## config.mk

```make
export PLATFORM = sky130hd
export DESIGN_NAME = pdpc_port_ctrl
export DESIGN_NICKNAME = d
export VERILOG_FILES = /design/src/logic/pdpc_reg8.v /design/src/logic/pdpc_port_ctrl.v
export VERILOG_INCLUDE_DIRS = /design/src /design/src/logic
export SDC_FILE = /design/constraint.sdc
export NUM_CORES = 1
export LEC_CHECK = 0
export ABC_CLOCK_PERIOD_IN_PS = 5550
export BUFFER_PORTS_ARGS = -buffer_cell sky130_fd_sc_hd__buf_2
export CORE_MARGIN = 4
export CORE_UTILIZATION = 40
export DETAILED_ROUTE_END_ITERATION = 7
export GPL_ROUTABILITY_DRIVEN = 0
export PLACE_DENSITY_LB_ADDON = 0.2
export SYNTH_ARGS = -nofsm -noshare
export SYNTH_HDL_FRONTEND = slang
export SYNTH_SLANG_ARGS = --single-unit
```

## constraint.sdc

```tcl
create_clock -name clock_i -period 5.55 [get_ports clock_i]
set_input_delay 1.11 -clock clock_i [delete_from_list [all_inputs] [get_ports clock_i]]
set_output_delay 1.11 -clock clock_i [all_outputs]
set_load 0.01 [all_outputs]
```

## src/logic/pdpc_defs.vh

```
// Constants for the port direction and pull-up control block
`ifndef PDPC_DEFS_VH
`define PDPC_DEFS_VH

// Direction register addresses
`define PDPC_ADDR_DIR0   16'hFF20
`define PDPC_ADDR_DIR2   16'hFF22
`define PDPC_ADDR_DIR3   16'hFF23
`define PDPC_ADDR_DIR4   16'hFF24
`define PDPC_ADDR_DIR5   16'hFF25
`define PDPC_ADDR_DIR6   16'hFF26
`define PDPC_ADDR_DIR7   16'hFF27
`define PDPC_ADDR_DIR8   16'hFF28
`define PDPC_ADDR_DIR9   16'hFF29
`define PDPC_ADDR_DIR12  16'hFF2C
// Pull-up select register addresses
`define PDPC_ADDR_PU0    16'hFF30
`define PDPC_ADDR_PU2    16'hFF32
`define PDPC_ADDR_PU3    16'hFF33
`define PDPC_ADDR_PU4    16'hFF34
`define PDPC_ADDR_PU5    16'hFF35
`define PDPC_ADDR_PU6    16'hFF36
`define PDPC_ADDR_PU7    16'hFF37
`define PDPC_ADDR_RESISTOR_SELECT_PORT12   16'hFF3C

// Reset values
`define PDPC_DIR_RST     8'hFF
`define PDPC_PU_RST      8'h00
`define PDPC_RD_NONE     8'h00

// Implemented pin masks, per port
`define PDPC_MASK_P0     8'h3F
`define PDPC_MASK_P2     8'h3F
`define PDPC_MASK_P3     8'h1F
`define PDPC_MASK_FULL   8'hFF
`define PDPC_MASK_P6PU   8'hF0
`define PDPC_MASK_P7     8'h0F
`define PDPC_MASK_P12    8'h01

`endif

```

## src/logic/pdpc_reg8.v

```verilog
// One 8-bit control register with masked writes and fixed unused bits
`timescale 1ns/1ps
module pdpc_reg8 #(
  parameter [7:0] RST_VAL  = 8'hFF,   // Value after reset
  parameter [7:0] MASK     = 8'hFF,   // Positions with a pin behind them
  parameter       BIT_OK   = 1        // Single-bit writes accepted
) (
  input  wire       clock_i,          // System clock
  input  wire       rst_i,            // Synchronous reset, active high
  input  wire       sel_i,            // Register addressed this cycle
  input  wire       wr_i,             // Write strobe
  input  wire       bit_i,            // Access is single-bit
  input  wire [2:0] bit_sel_i,        // Bit number for single-bit access
  input  wire [7:0] wdata_i,          // Write data
  output reg  [7:0] q_o               // Register contents
);

  reg [7:0] q_nxt;
  reg [7:0] wmask;

  // =======================================================
  // Write merge
  always @* begin
    wmask = bit_i ? (8'h01 << bit_sel_i) : 8'hFF;
    q_nxt = q_o;
    if (sel_i && wr_i && (!bit_i || BIT_OK != 0)) begin
      q_nxt = (q_o & ~wmask) | (wdata_i & wmask);
    end
    // Unused positions hold their reset value
    q_nxt = (q_nxt & MASK) | (RST_VAL & ~MASK);
  end

  always @(posedge clock_i) begin
    if (rst_i) begin
      q_o <= RST_VAL;
    end else begin
      q_o <= q_nxt;
    end
  end

endmodule // pdpc_reg8

```

## src/logic/pdpc_port_ctrl.v

```verilog
// Port direction and pull-up control registers
// Behaviour
// - One direction bit controls one pin
// - Ports 0,2-7,12 direction: bit or byte writes
// - Ports 8,9 direction: byte writes only
// - Direction registers reset to all ones
// - Port 1 input only, no control
// - Port 0 output change raises interrupt request
// - One pull-up bit per pin of ports 0,2-7,12 (none for ports 8,9); port 6 has bits for its upper four pins only
// - Pull-up registers take bit or byte writes
// - Pull-up registers reset to zero
// - Pull-up connects regardless of direction
`timescale 1ns/1ps
`include "pdpc_defs.vh"
module pdpc_port_ctrl (
  input  wire        clock_i,          // System clock, 125 MHz
  input  wire        rst_i,            // Synchronous reset, active high
  input  wire [15:0] addr_i,           // Register address
  input  wire        wr_i,             // Write strobe
  input  wire        rd_i,             // Read strobe
  input  wire        bit_i,            // Single-bit access when high
  input  wire [2:0]  bit_sel_i,        // Bit number for single-bit access
  input  wire [7:0]  wdata_i,          // Write data
  input  wire [5:0]  port0_level_i,    // Port 0 driven output levels
  output reg  [7:0]  rdata_o,          // Read data, valid cycle after rd_i
  output reg  [5:0]  dir0_o,           // Port 0 direction
  output reg  [5:0]  dir2_o,           // Port 2 direction
  output reg  [4:0]  dir3_o,           // Port 3 direction
  output reg  [7:0]  dir4_o,           // Port 4 direction
  output reg  [7:0]  dir5_o,           // Port 5 direction
  output reg  [7:0]  dir6_o,           // Port 6 direction
  output reg  [3:0]  dir7_o,           // Port 7 direction
  output reg  [7:0]  dir8_o,           // Port 8 direction
  output reg  [7:0]  dir9_o,           // Port 9 direction
  output reg         dir12_o,          // Port 12 direction
  output reg  [5:0]  pu0_o,            // Port 0 pull-up enable
  output reg  [5:0]  pu2_o,            // Port 2 pull-up enable
  output reg  [4:0]  pu3_o,            // Port 3 pull-up enable
  output reg  [7:0]  pu4_o,            // Port 4 pull-up enable
  output reg  [7:0]  pu5_o,            // Port 5 pull-up enable
  output reg  [3:0]  pu6_o,            // Port 6 upper pull-up enable
  output reg  [3:0]  pu7_o,            // Port 7 pull-up enable
  output reg         resistor_select_port12_o,           // Port 12 pull-up enable
  output reg  [5:0]  ext_irq_set_o     // Port 0 interrupt request pulses
);

  wire [7:0] d0, d2, d3, d4, d5, d6, d7, d8, d9, d12;
  wire [7:0] u0, u2, u3, u4, u5, u6, u7, u12;
  reg  [7:0] rdata_nxt;
  reg  [5:0] lvl0_s1_r;
  reg  [5:0] lvl0_s2_r;
  reg  [5:0] lvl0_prev_r;
  wire [7:0] dir_rst_w = `PDPC_DIR_RST;
  wire [7:0] pu_rst_w  = `PDPC_PU_RST;

  // =======================================================
  // Register bank
  // Every register sees the shared bus; only the decoded one takes a write.
  // Single-bit writes to ports 8 and 9 are dropped inside the register.
  // Unused positions are forced back to the reset value on every edge.
  pdpc_reg8 #(.RST_VAL(`PDPC_DIR_RST), .MASK(`PDPC_MASK_P0), .BIT_OK(1)) u_dir0 (
    .clock_i(clock_i), .rst_i(rst_i), .sel_i(addr_i == `PDPC_ADDR_DIR0), .wr_i(wr_i),
    .bit_i(bit_i), .bit_sel_i(bit_sel_i), .wdata_i(wdata_i), .q_o(d0));
  pdpc_reg8 #(.RST_VAL(`PDPC_DIR_RST), .MASK(`PDPC_MASK_P2), .BIT_OK(1)) u_dir2 (
    .clock_i(clock_i), .rst_i(rst_i), .sel_i(addr_i == `PDPC_ADDR_DIR2), .wr_i(wr_i),
    .bit_i(bit_i), .bit_sel_i(bit_sel_i), .wdata_i(wdata_i), .q_o(d2));
  pdpc_reg8 #(.RST_VAL(`PDPC_DIR_RST), .MASK(`PDPC_MASK_P3), .BIT_OK(1)) u_dir3 (
    .clock_i(clock_i), .rst_i(rst_i), .sel_i(addr_i == `PDPC_ADDR_DIR3), .wr_i(wr_i),
    .bit_i(bit_i), .bit_sel_i(bit_sel_i), .wdata_i(wdata_i), .q_o(d3));
  pdpc_reg8 #(.RST_VAL(`PDPC_DIR_RST), .MASK(`PDPC_MASK_FULL), .BIT_OK(1)) u_dir4 (
    .clock_i(clock_i), .rst_i(rst_i), .sel_i(addr_i == `PDPC_ADDR_DIR4), .wr_i(wr_i),
    .bit_i(bit_i), .bit_sel_i(bit_sel_i), .wdata_i(wdata_i), .q_o(d4));
  pdpc_reg8 #(.RST_VAL(`PDPC_DIR_RST), .MASK(`PDPC_MASK_FULL), .BIT_OK(1)) u_dir5 (
    .clock_i(clock_i), .rst_i(rst_i), .sel_i(addr_i == `PDPC_ADDR_DIR5), .wr_i(wr_i),
    .bit_i(bit_i), .bit_sel_i(bit_sel_i), .wdata_i(wdata_i), .q_o(d5));
  pdpc_reg8 #(.RST_VAL(`PDPC_DIR_RST), .MASK(`PDPC_MASK_FULL), .BIT_OK(1)) u_dir6 (
    .clock_i(clock_i), .rst_i(rst_i), .sel_i(addr_i == `PDPC_ADDR_DIR6), .wr_i(wr_i),
    .bit_i(bit_i), .bit_sel_i(bit_sel_i), .wdata_i(wdata_i), .q_o(d6));
  pdpc_reg8 #(.RST_VAL(`PDPC_DIR_RST), .MASK(`PDPC_MASK_P7), .BIT_OK(1)) u_dir7 (
    .clock_i(clock_i), .rst_i(rst_i), .sel_i(addr_i == `PDPC_ADDR_DIR7), .wr_i(wr_i),
    .bit_i(bit_i), .bit_sel_i(bit_sel_i), .wdata_i(wdata_i), .q_o(d7));
  pdpc_reg8 #(.RST_VAL(`PDPC_DIR_RST), .MASK(`PDPC_MASK_FULL), .BIT_OK(0)) u_dir8 (
    .clock_i(clock_i), .rst_i(rst_i), .sel_i(addr_i == `PDPC_ADDR_DIR8), .wr_i(wr_i),
    .bit_i(bit_i), .bit_sel_i(bit_sel_i), .wdata_i(wdata_i), .q_o(d8));
  pdpc_reg8 #(.RST_VAL(`PDPC_DIR_RST), .MASK(`PDPC_MASK_FULL), .BIT_OK(0)) u_dir9 (
    .clock_i(clock_i), .rst_i(rst_i), .sel_i(addr_i == `PDPC_ADDR_DIR9), .wr_i(wr_i),
    .bit_i(bit_i), .bit_sel_i(bit_sel_i), .wdata_i(wdata_i), .q_o(d9));
  pdpc_reg8 #(.RST_VAL(`PDPC_DIR_RST), .MASK(`PDPC_MASK_P12), .BIT_OK(1)) u_dir12 (
    .clock_i(clock_i), .rst_i(rst_i), .sel_i(addr_i == `PDPC_ADDR_DIR12), .wr_i(wr_i),
    .bit_i(bit_i), .bit_sel_i(bit_sel_i), .wdata_i(wdata_i), .q_o(d12));

  pdpc_reg8 #(.RST_VAL(`PDPC_PU_RST), .MASK(`PDPC_MASK_P0), .BIT_OK(1)) u_pu0 (
    .clock_i(clock_i), .rst_i(rst_i), .sel_i(addr_i == `PDPC_ADDR_PU0), .wr_i(wr_i),
    .bit_i(bit_i), .bit_sel_i(bit_sel_i), .wdata_i(wdata_i), .q_o(u0));
  pdpc_reg8 #(.RST_VAL(`PDPC_PU_RST), .MASK(`PDPC_MASK_P2), .BIT_OK(1)) u_pu2 (
    .clock_i(clock_i), .rst_i(rst_i), .sel_i(addr_i == `PDPC_ADDR_PU2), .wr_i(wr_i),
    .bit_i(bit_i), .bit_sel_i(bit_sel_i), .wdata_i(wdata_i), .q_o(u2));
  pdpc_reg8 #(.RST_VAL(`PDPC_PU_RST), .MASK(`PDPC_MASK_P3), .BIT_OK(1)) u_pu3 (
    .clock_i(clock_i), .rst_i(rst_i), .sel_i(addr_i == `PDPC_ADDR_PU3), .wr_i(wr_i),
    .bit_i(bit_i), .bit_sel_i(bit_sel_i), .wdata_i(wdata_i), .q_o(u3));
  pdpc_reg8 #(.RST_VAL(`PDPC_PU_RST), .MASK(`PDPC_MASK_FULL), .BIT_OK(1)) u_pu4 (
    .clock_i(clock_i), .rst_i(rst_i), .sel_i(addr_i == `PDPC_ADDR_PU4), .wr_i(wr_i),
    .bit_i(bit_i), .bit_sel_i(bit_sel_i), .wdata_i(wdata_i), .q_o(u4));
  pdpc_reg8 #(.RST_VAL(`PDPC_PU_RST), .MASK(`PDPC_MASK_FULL), .BIT_OK(1)) u_pu5 (
    .clock_i(clock_i), .rst_i(rst_i), .sel_i(addr_i == `PDPC_ADDR_PU5), .wr_i(wr_i),
    .bit_i(bit_i), .bit_sel_i(bit_sel_i), .wdata_i(wdata_i), .q_o(u5));
  pdpc_reg8 #(.RST_VAL(`PDPC_PU_RST), .MASK(`PDPC_MASK_P6PU), .BIT_OK(1)) u_pu6 (
    .clock_i(clock_i), .rst_i(rst_i), .sel_i(addr_i == `PDPC_ADDR_PU6), .wr_i(wr_i),
    .bit_i(bit_i), .bit_sel_i(bit_sel_i), .wdata_i(wdata_i), .q_o(u6));
  pdpc_reg8 #(.RST_VAL(`PDPC_PU_RST), .MASK(`PDPC_MASK_P7), .BIT_OK(1)) u_pu7 (
    .clock_i(clock_i), .rst_i(rst_i), .sel_i(addr_i == `PDPC_ADDR_PU7), .wr_i(wr_i),
    .bit_i(bit_i), .bit_sel_i(bit_sel_i), .wdata_i(wdata_i), .q_o(u7));
  pdpc_reg8 #(.RST_VAL(`PDPC_PU_RST), .MASK(`PDPC_MASK_P12), .BIT_OK(1)) u_resistor_select_port12 (
    .clock_i(clock_i), .rst_i(rst_i), .sel_i(addr_i == `PDPC_ADDR_RESISTOR_SELECT_PORT12), .wr_i(wr_i),
    .bit_i(bit_i), .bit_sel_i(bit_sel_i), .wdata_i(wdata_i), .q_o(u12));

  // =======================================================
  // Read mux; ports 8 and 9 are write-only, port 1 has nothing
  always @* begin
    rdata_nxt = `PDPC_RD_NONE;
    if (addr_i == `PDPC_ADDR_DIR0) begin
      rdata_nxt = d0;
    end else if (addr_i == `PDPC_ADDR_DIR2) begin
      rdata_nxt = d2;
    end else if (addr_i == `PDPC_ADDR_DIR3) begin
      rdata_nxt = d3;
    end else if (addr_i == `PDPC_ADDR_DIR4) begin
      rdata_nxt = d4;
    end else if (addr_i == `PDPC_ADDR_DIR5) begin
      rdata_nxt = d5;
    end else if (addr_i == `PDPC_ADDR_DIR6) begin
      rdata_nxt = d6;
    end else if (addr_i == `PDPC_ADDR_DIR7) begin
      rdata_nxt = d7;
    end else if (addr_i == `PDPC_ADDR_DIR12) begin
      rdata_nxt = d12;
    end else if (addr_i == `PDPC_ADDR_PU0) begin
      rdata_nxt = u0;
    end else if (addr_i == `PDPC_ADDR_PU2) begin
      rdata_nxt = u2;
    end else if (addr_i == `PDPC_ADDR_PU3) begin
      rdata_nxt = u3;
    end else if (addr_i == `PDPC_ADDR_PU4) begin
      rdata_nxt = u4;
    end else if (addr_i == `PDPC_ADDR_PU5) begin
      rdata_nxt = u5;
    end else if (addr_i == `PDPC_ADDR_PU6) begin
      rdata_nxt = u6;
    end else if (addr_i == `PDPC_ADDR_PU7) begin
      rdata_nxt = u7;
    end else if (addr_i == `PDPC_ADDR_RESISTOR_SELECT_PORT12) begin
      rdata_nxt = u12;
    end
  end

  // =======================================================
  // Output registers and port 0 interrupt source
  always @(posedge clock_i) begin
    if (rst_i) begin
      rdata_o       <= `PDPC_RD_NONE;
      dir0_o        <= dir_rst_w[5:0];
      dir2_o        <= dir_rst_w[5:0];
      dir3_o        <= dir_rst_w[4:0];
      dir4_o        <= dir_rst_w;
      dir5_o        <= dir_rst_w;
      dir6_o        <= dir_rst_w;
      dir7_o        <= dir_rst_w[3:0];
      dir8_o        <= dir_rst_w;
      dir9_o        <= dir_rst_w;
      dir12_o       <= dir_rst_w[0];
      pu0_o         <= pu_rst_w[5:0];
      pu2_o         <= pu_rst_w[5:0];
      pu3_o         <= pu_rst_w[4:0];
      pu4_o         <= pu_rst_w;
      pu5_o         <= pu_rst_w;
      pu6_o         <= pu_rst_w[7:4];
      pu7_o         <= pu_rst_w[3:0];
      resistor_select_port12_o        <= pu_rst_w[0];
      lvl0_s1_r     <= 6'h00;
      lvl0_s2_r     <= 6'h00;
      lvl0_prev_r   <= 6'h00;
      ext_irq_set_o <= 6'h00;
    end else begin
      if (rd_i) begin
        rdata_o <= rdata_nxt;
      end
      dir0_o      <= d0[5:0];
      dir2_o      <= d2[5:0];
      dir3_o      <= d3[4:0];
      dir4_o      <= d4;
      dir5_o      <= d5;
      dir6_o      <= d6;
      dir7_o      <= d7[3:0];
      dir8_o      <= d8;
      dir9_o      <= d9;
      dir12_o     <= d12[0];
      pu0_o       <= u0[5:0];
      pu2_o       <= u2[5:0];
      pu3_o       <= u3[4:0];
      pu4_o       <= u4;
      pu5_o       <= u5;
      pu6_o       <= u6[7:4];
      pu7_o       <= u7[3:0];
      resistor_select_port12_o      <= u12[0];
      // Pin levels pass two flops before the edge compare.
      // The compare uses the internal register, which leads dir0_o
      // by one cycle, so the mask matches the visible direction
      // at the cycle the pulse appears.
      lvl0_s1_r   <= port0_level_i;
      lvl0_s2_r   <= lvl0_s1_r;
      lvl0_prev_r <= lvl0_s2_r;
      // Level change on an output-mode pin raises request
      ext_irq_set_o <= (lvl0_s2_r ^ lvl0_prev_r) & ~d0[5:0];
    end
  end

endmodule // pdpc_port_ctrl

```

After elaboration in Yosys (flattened, before gate mapping):

Cells that the tools add are included.

* bits of input ports: 38
* bits in registers: 280
* output and inout port bits: 118

* shift operators: 1
* reduce and logical (&&, ||, !) cells: 21
* mux-type cells: 17
* bitwise operators: 41
* eq/ne operators: 18

Operator list (number)
* == test 16 bit (second input constant): 18
* bitwise AND 8 bit: 19
* OR 8 bit: 18
* 2-to-1 mux 8 bit: 17
* logical AND 1 bit: 20
* inverter 8 bit: 1
* << shifter 1 x 3 -> 8 bit (first input constant): 1
* bitwise AND 6 bit: 1
* inverter 6 bit: 1
* bitwise XOR 6 bit: 1
* logical NOT 1 bit: 1

Logic depth before layout (Yosys ltp):

* word-level depth: 17
* depth in mapped cells: 9
* mapped depth without buffers: 6

Cells and area by module:

Synthesis repeated with hierarchy kept, for this count alone.

* cell total of the unflattened synthesis: 1311
* area total of the unflattened synthesis: 12009.0 µm²

Modules (own cells, without submodules)
* pdpc_port_ctrl: area an instance 5474.0 µm², cells each 568, seq. area each 2722.6 µm², instances 1
* pdpc_reg8 at u_dir4 ...: area an instance 454.2 µm², cells each 54, seq. area each 160.2 µm², instances 3
* pdpc_reg8 at u_pu4 ...: area an instance 551.8 µm², cells each 60, seq. area each 160.2 µm², instances 2
* pdpc_reg8 at u_pu0 ...: area an instance 432.9 µm², cells each 49, seq. area each 120.1 µm², instances 2
* pdpc_reg8 at u_dir0 ...: area an instance 350.3 µm², cells each 41, seq. area each 120.1 µm², instances 2
* pdpc_reg8 at u_dir8 ...: area an instance 350.3 µm², cells each 36, seq. area each 160.2 µm², instances 2
* pdpc_reg8 at u_pu3: area an instance 386.6 µm², cells each 44, seq. area each 100.1 µm², instances 1
* pdpc_reg8 at u_pu6: area an instance 316.6 µm², cells each 34, seq. area each 80.1 µm², instances 1
* pdpc_reg8 at u_dir3: area an instance 311.5 µm², cells each 38, seq. area each 100.1 µm², instances 1
* pdpc_reg8 at u_pu7: area an instance 295.3 µm², cells each 34, seq. area each 80.1 µm², instances 1
* pdpc_reg8 at u_dir7: area an instance 260.2 µm², cells each 32, seq. area each 80.1 µm², instances 1
* pdpc_reg8 at u_dir12: area an instance 118.9 µm², cells each 13, seq. area each 20.0 µm², instances 1
* pdpc_reg8 at u_resistor_select_port12: area an instance 112.6 µm², cells each 14, seq. area each 20.0 µm², instances 1

Worst setup path before layout:

OpenSTA, ideal clock, no wires.

* path kind: in2reg
* from: input port addr_i[4]
* to: register with a tool-made name
* buffers on the path: 2
* library setup time: 0.123 ns
* stages on the path: 6
* arrival time: 2.623 ns
* slack: 2.803 ns
* path through: or4b_1 > buf_2 > or4_1 > buf_2 > o21ai_0 > nand3b_1

RTL lines
* start: declaration: RTL line pdpc_port_ctrl.v:18 `input wire [15:0] addr_i,`

==> flow_summary.ini <==
[power]
peakVddDrop_uv = 181
leakagePower_nw = 4.14
powerDensity_mw_per_mm2 = 324

[timing]
max_slew_margin = 0.376
post-route-min-period_ns = 3.23
hold_slack_ns = 0.434
maxSlewViolCount = 0
finalSetupViolations = 0
grt_setup_unrepaired = no
finalHoldViolCount = 0
fmax_ghz = 0.310
fin_setup_tns_ns = 0
worst_slew_pin_slew_ns = 0.936
period_share = 0.582
finClkSkew_ns = 0.0106

[yosys]
synth_xor_area_frac = 0.00653
syn_nets = 1069
yosysSeqAreaShare = 0.512
avgSynthCellArea_um2 = 9.11
synth.distinct_cells = 63
ys_ff_latch = 240
synthSimpleGateAreaFrac = 0.276
synthAdderAreaFrac = 0
synth_compound_area_frac = 0.134
netlist_area_mm2 = 0.00939
ys_warn_count = 0
synth_top_family_by_area = simple AND/OR/NAND/NOR gates
synthFlopType = dfxtp_1
postSynthCellCount = 1031
synth-edff-count = 0
async_flop_share = 0
synth.area.mux_share = 0.0322

[cts]
cts_resized = 0
cts_tree = done
cts_hold_buf = 0
clock_path_buffers = 3
clk_latency_ns = 0.53
cts_buffers = 26
clock-sinks = 240
htree_levels = 1
cts_setup_buffers = 0
clk_pin_slew_worst_paths_ns = 0.06
cts_root_buf = clkbuf_16

[floorplan]
die_h_um = 161
start_util = 0.411
ios = 156
core_area_mm2 = 0.0228
rows = 55
dieArea_mm2 = 0.0260
chipWidth_um = 161

[cells_and_area]
area_growth_pct = 18.8
diodes = 0
drive_above_1_share = 0.241
nNetsFinal = 1181
layout_commonest_cell = dfxtp_1
mostFrequentLayoutCells = dfxtp_1, buf_2, o21ai_0, nor2b_1, nand3_1
fin_util = 0.488

[detailed_routing]
drt_pre_antenna_iters = 5
drt_iter0_markers = 985
wl_met2_um = 13200
dr_total_vias = 8264
route.met3.wl_um = 3130
ant_nets = 0
vias_per_cell = 5.62
drc = 0
post_drt_wl_per_cell_um = 20.6
drt_wl_total_um = 30300
wl_met1_um = 13000
dr.max_layer_used = met4

[critical_path]
cp_data_arrival_time_ns = 3.64
path_cells = buf_2 > nand4_1 > nor3_4 > and3_1 > mux2i_1 > nand2b_1
crit_required_ns = 5.96
cpPeakStageDelay_ns = 0.90
end_kind = flop
crit_fanout = 17
cp_slowest_cell = nor3_4
criticalPathCategory = input pin to flop
startpoint_type = input pin

[grt]
grt_pass1_vias = 7693
grt_max_degree = 143
grt-ovfl-total = 0
antenna_found_initial = 0
grt_usage = 0.221
grt_pass1_wl_um = 45200

[hold_path]
hp-class = flop to flop

[place]
hpwl_um = 20000
port_buffers = 155

[outcome]
status = finished, final reports clean

[run]
cap_violations = 0
[area by class of cell]
cell class	instances	area, µm²
clock inverters	6	68.8
clock buffers	37	773
repair buffers	165	857
well taps	313	392
fillers	2246	11700
multi-input cells	701	4230
inverters	9	33.8
flip-flops and latches	240	4800
[synth_stat cells, types with 3 or more instances]
cell type / n / area [µm²]
a211oi_1: 3 / 22.5
nor4b_1: 3 / 26.3
a31oi_1: 8 / 50.1
mux2i_1: 28 / 280
nor4_2: 3 / 37.5
nand2b_1: 25 / 156
and3_1: 3 / 18.8
xnor2_1: 6 / 52.6
o21ai_0: 92 / 460
inv_1: 9 / 33.8
o22ai_1: 10 / 62.6
o211ai_1: 5 / 37.5
dfxtp_1: 240 / 4800
and2_1: 8 / 50.1
nor3_1: 25 / 125
nand3_1: 64 / 320
o31ai_1: 4 / 30.0
clkbuf_1: 63 / 236
nand3b_1: 33 / 248
a21oi_1: 59 / 295
buf_2: 15 / 75.1
nand4bb_1: 4 / 45.0
and3b_1: 3 / 26.3
or2_2: 62 / 388
nor4_1: 4 / 25.0
a41oi_1: 3 / 26.3
nor2b_1: 67 / 419
o21bai_1: 11 / 82.6
or4_1: 3 / 22.5
buf_4: 3 / 22.5
nand4_1: 20 / 125
nand2_1: 51 / 191
nor2_1: 51 / 191
or3_1: 5 / 31.3
[cells by family (layout without fill, tap and decap cells)]
family                 after synthesis  in the layout
AO/OA/AOI/OAI                      217            217
AND/OR/NAND/NOR                    447            447
flip-flops                         240            240
multiplexers                        30             30
buffers and inverters               90            217
XOR/XNOR                             7              7
[path summary, 6_finish.rpt]
check	start	end	slack [ns]	cells after the start
worst min register to register	lvl0_s1_r[3]	lvl0_s2_r[3]	0.43	1
worst max-delay path	addr_i[11]	flop	2.32	6
worst max register to register	flop	rdata_o[2]	3.66	6
worst min-delay path	lvl0_s1_r[3]	lvl0_s2_r[3]	0.43	1
[routing by layer]
layer / vias up / track usage
li1: 3812 / -
met1: 3886 / 0.313
met2: 493 / 0.337
met3: 73 / 0.0436
met4: 0 / 0.0787
met5: - / 0
[where the power goes]
part	internal (mW)	switching, mW
clock	1.01	0.687
sequential	1.73	0.00225
combinational	0.0452	0.138
[through the flow]
| step | worst slack, ns | instances | power [mW] | cell area (µm²) |
|---|---|---|---|---|
| 2_1_floorplan | 2.80 | 1031 | 1.88 | 9390 |
| 3_3_place_gp | 1.93 | 1428 | 1.94 | 10300 |
| 3_5_place_dp | 1.84 | 1428 | 1.94 | 10300 |
| 4_1_cts | 2.37 | 1471 | 3.63 | 11200 |
| 5_1_grt | 2.19 | 1471 | 3.72 | 11200 |
| 6_report | 2.32 | 1471 | 3.61 | 11200 |
[worst max-delay path: cells and delay by family]
kind	cells	cell delay (ns)
simple gates	4	2.19
buf+inv	1	0.08
mux	1	0.24
No activity file was read; power rests on OpenSTA's default activity.
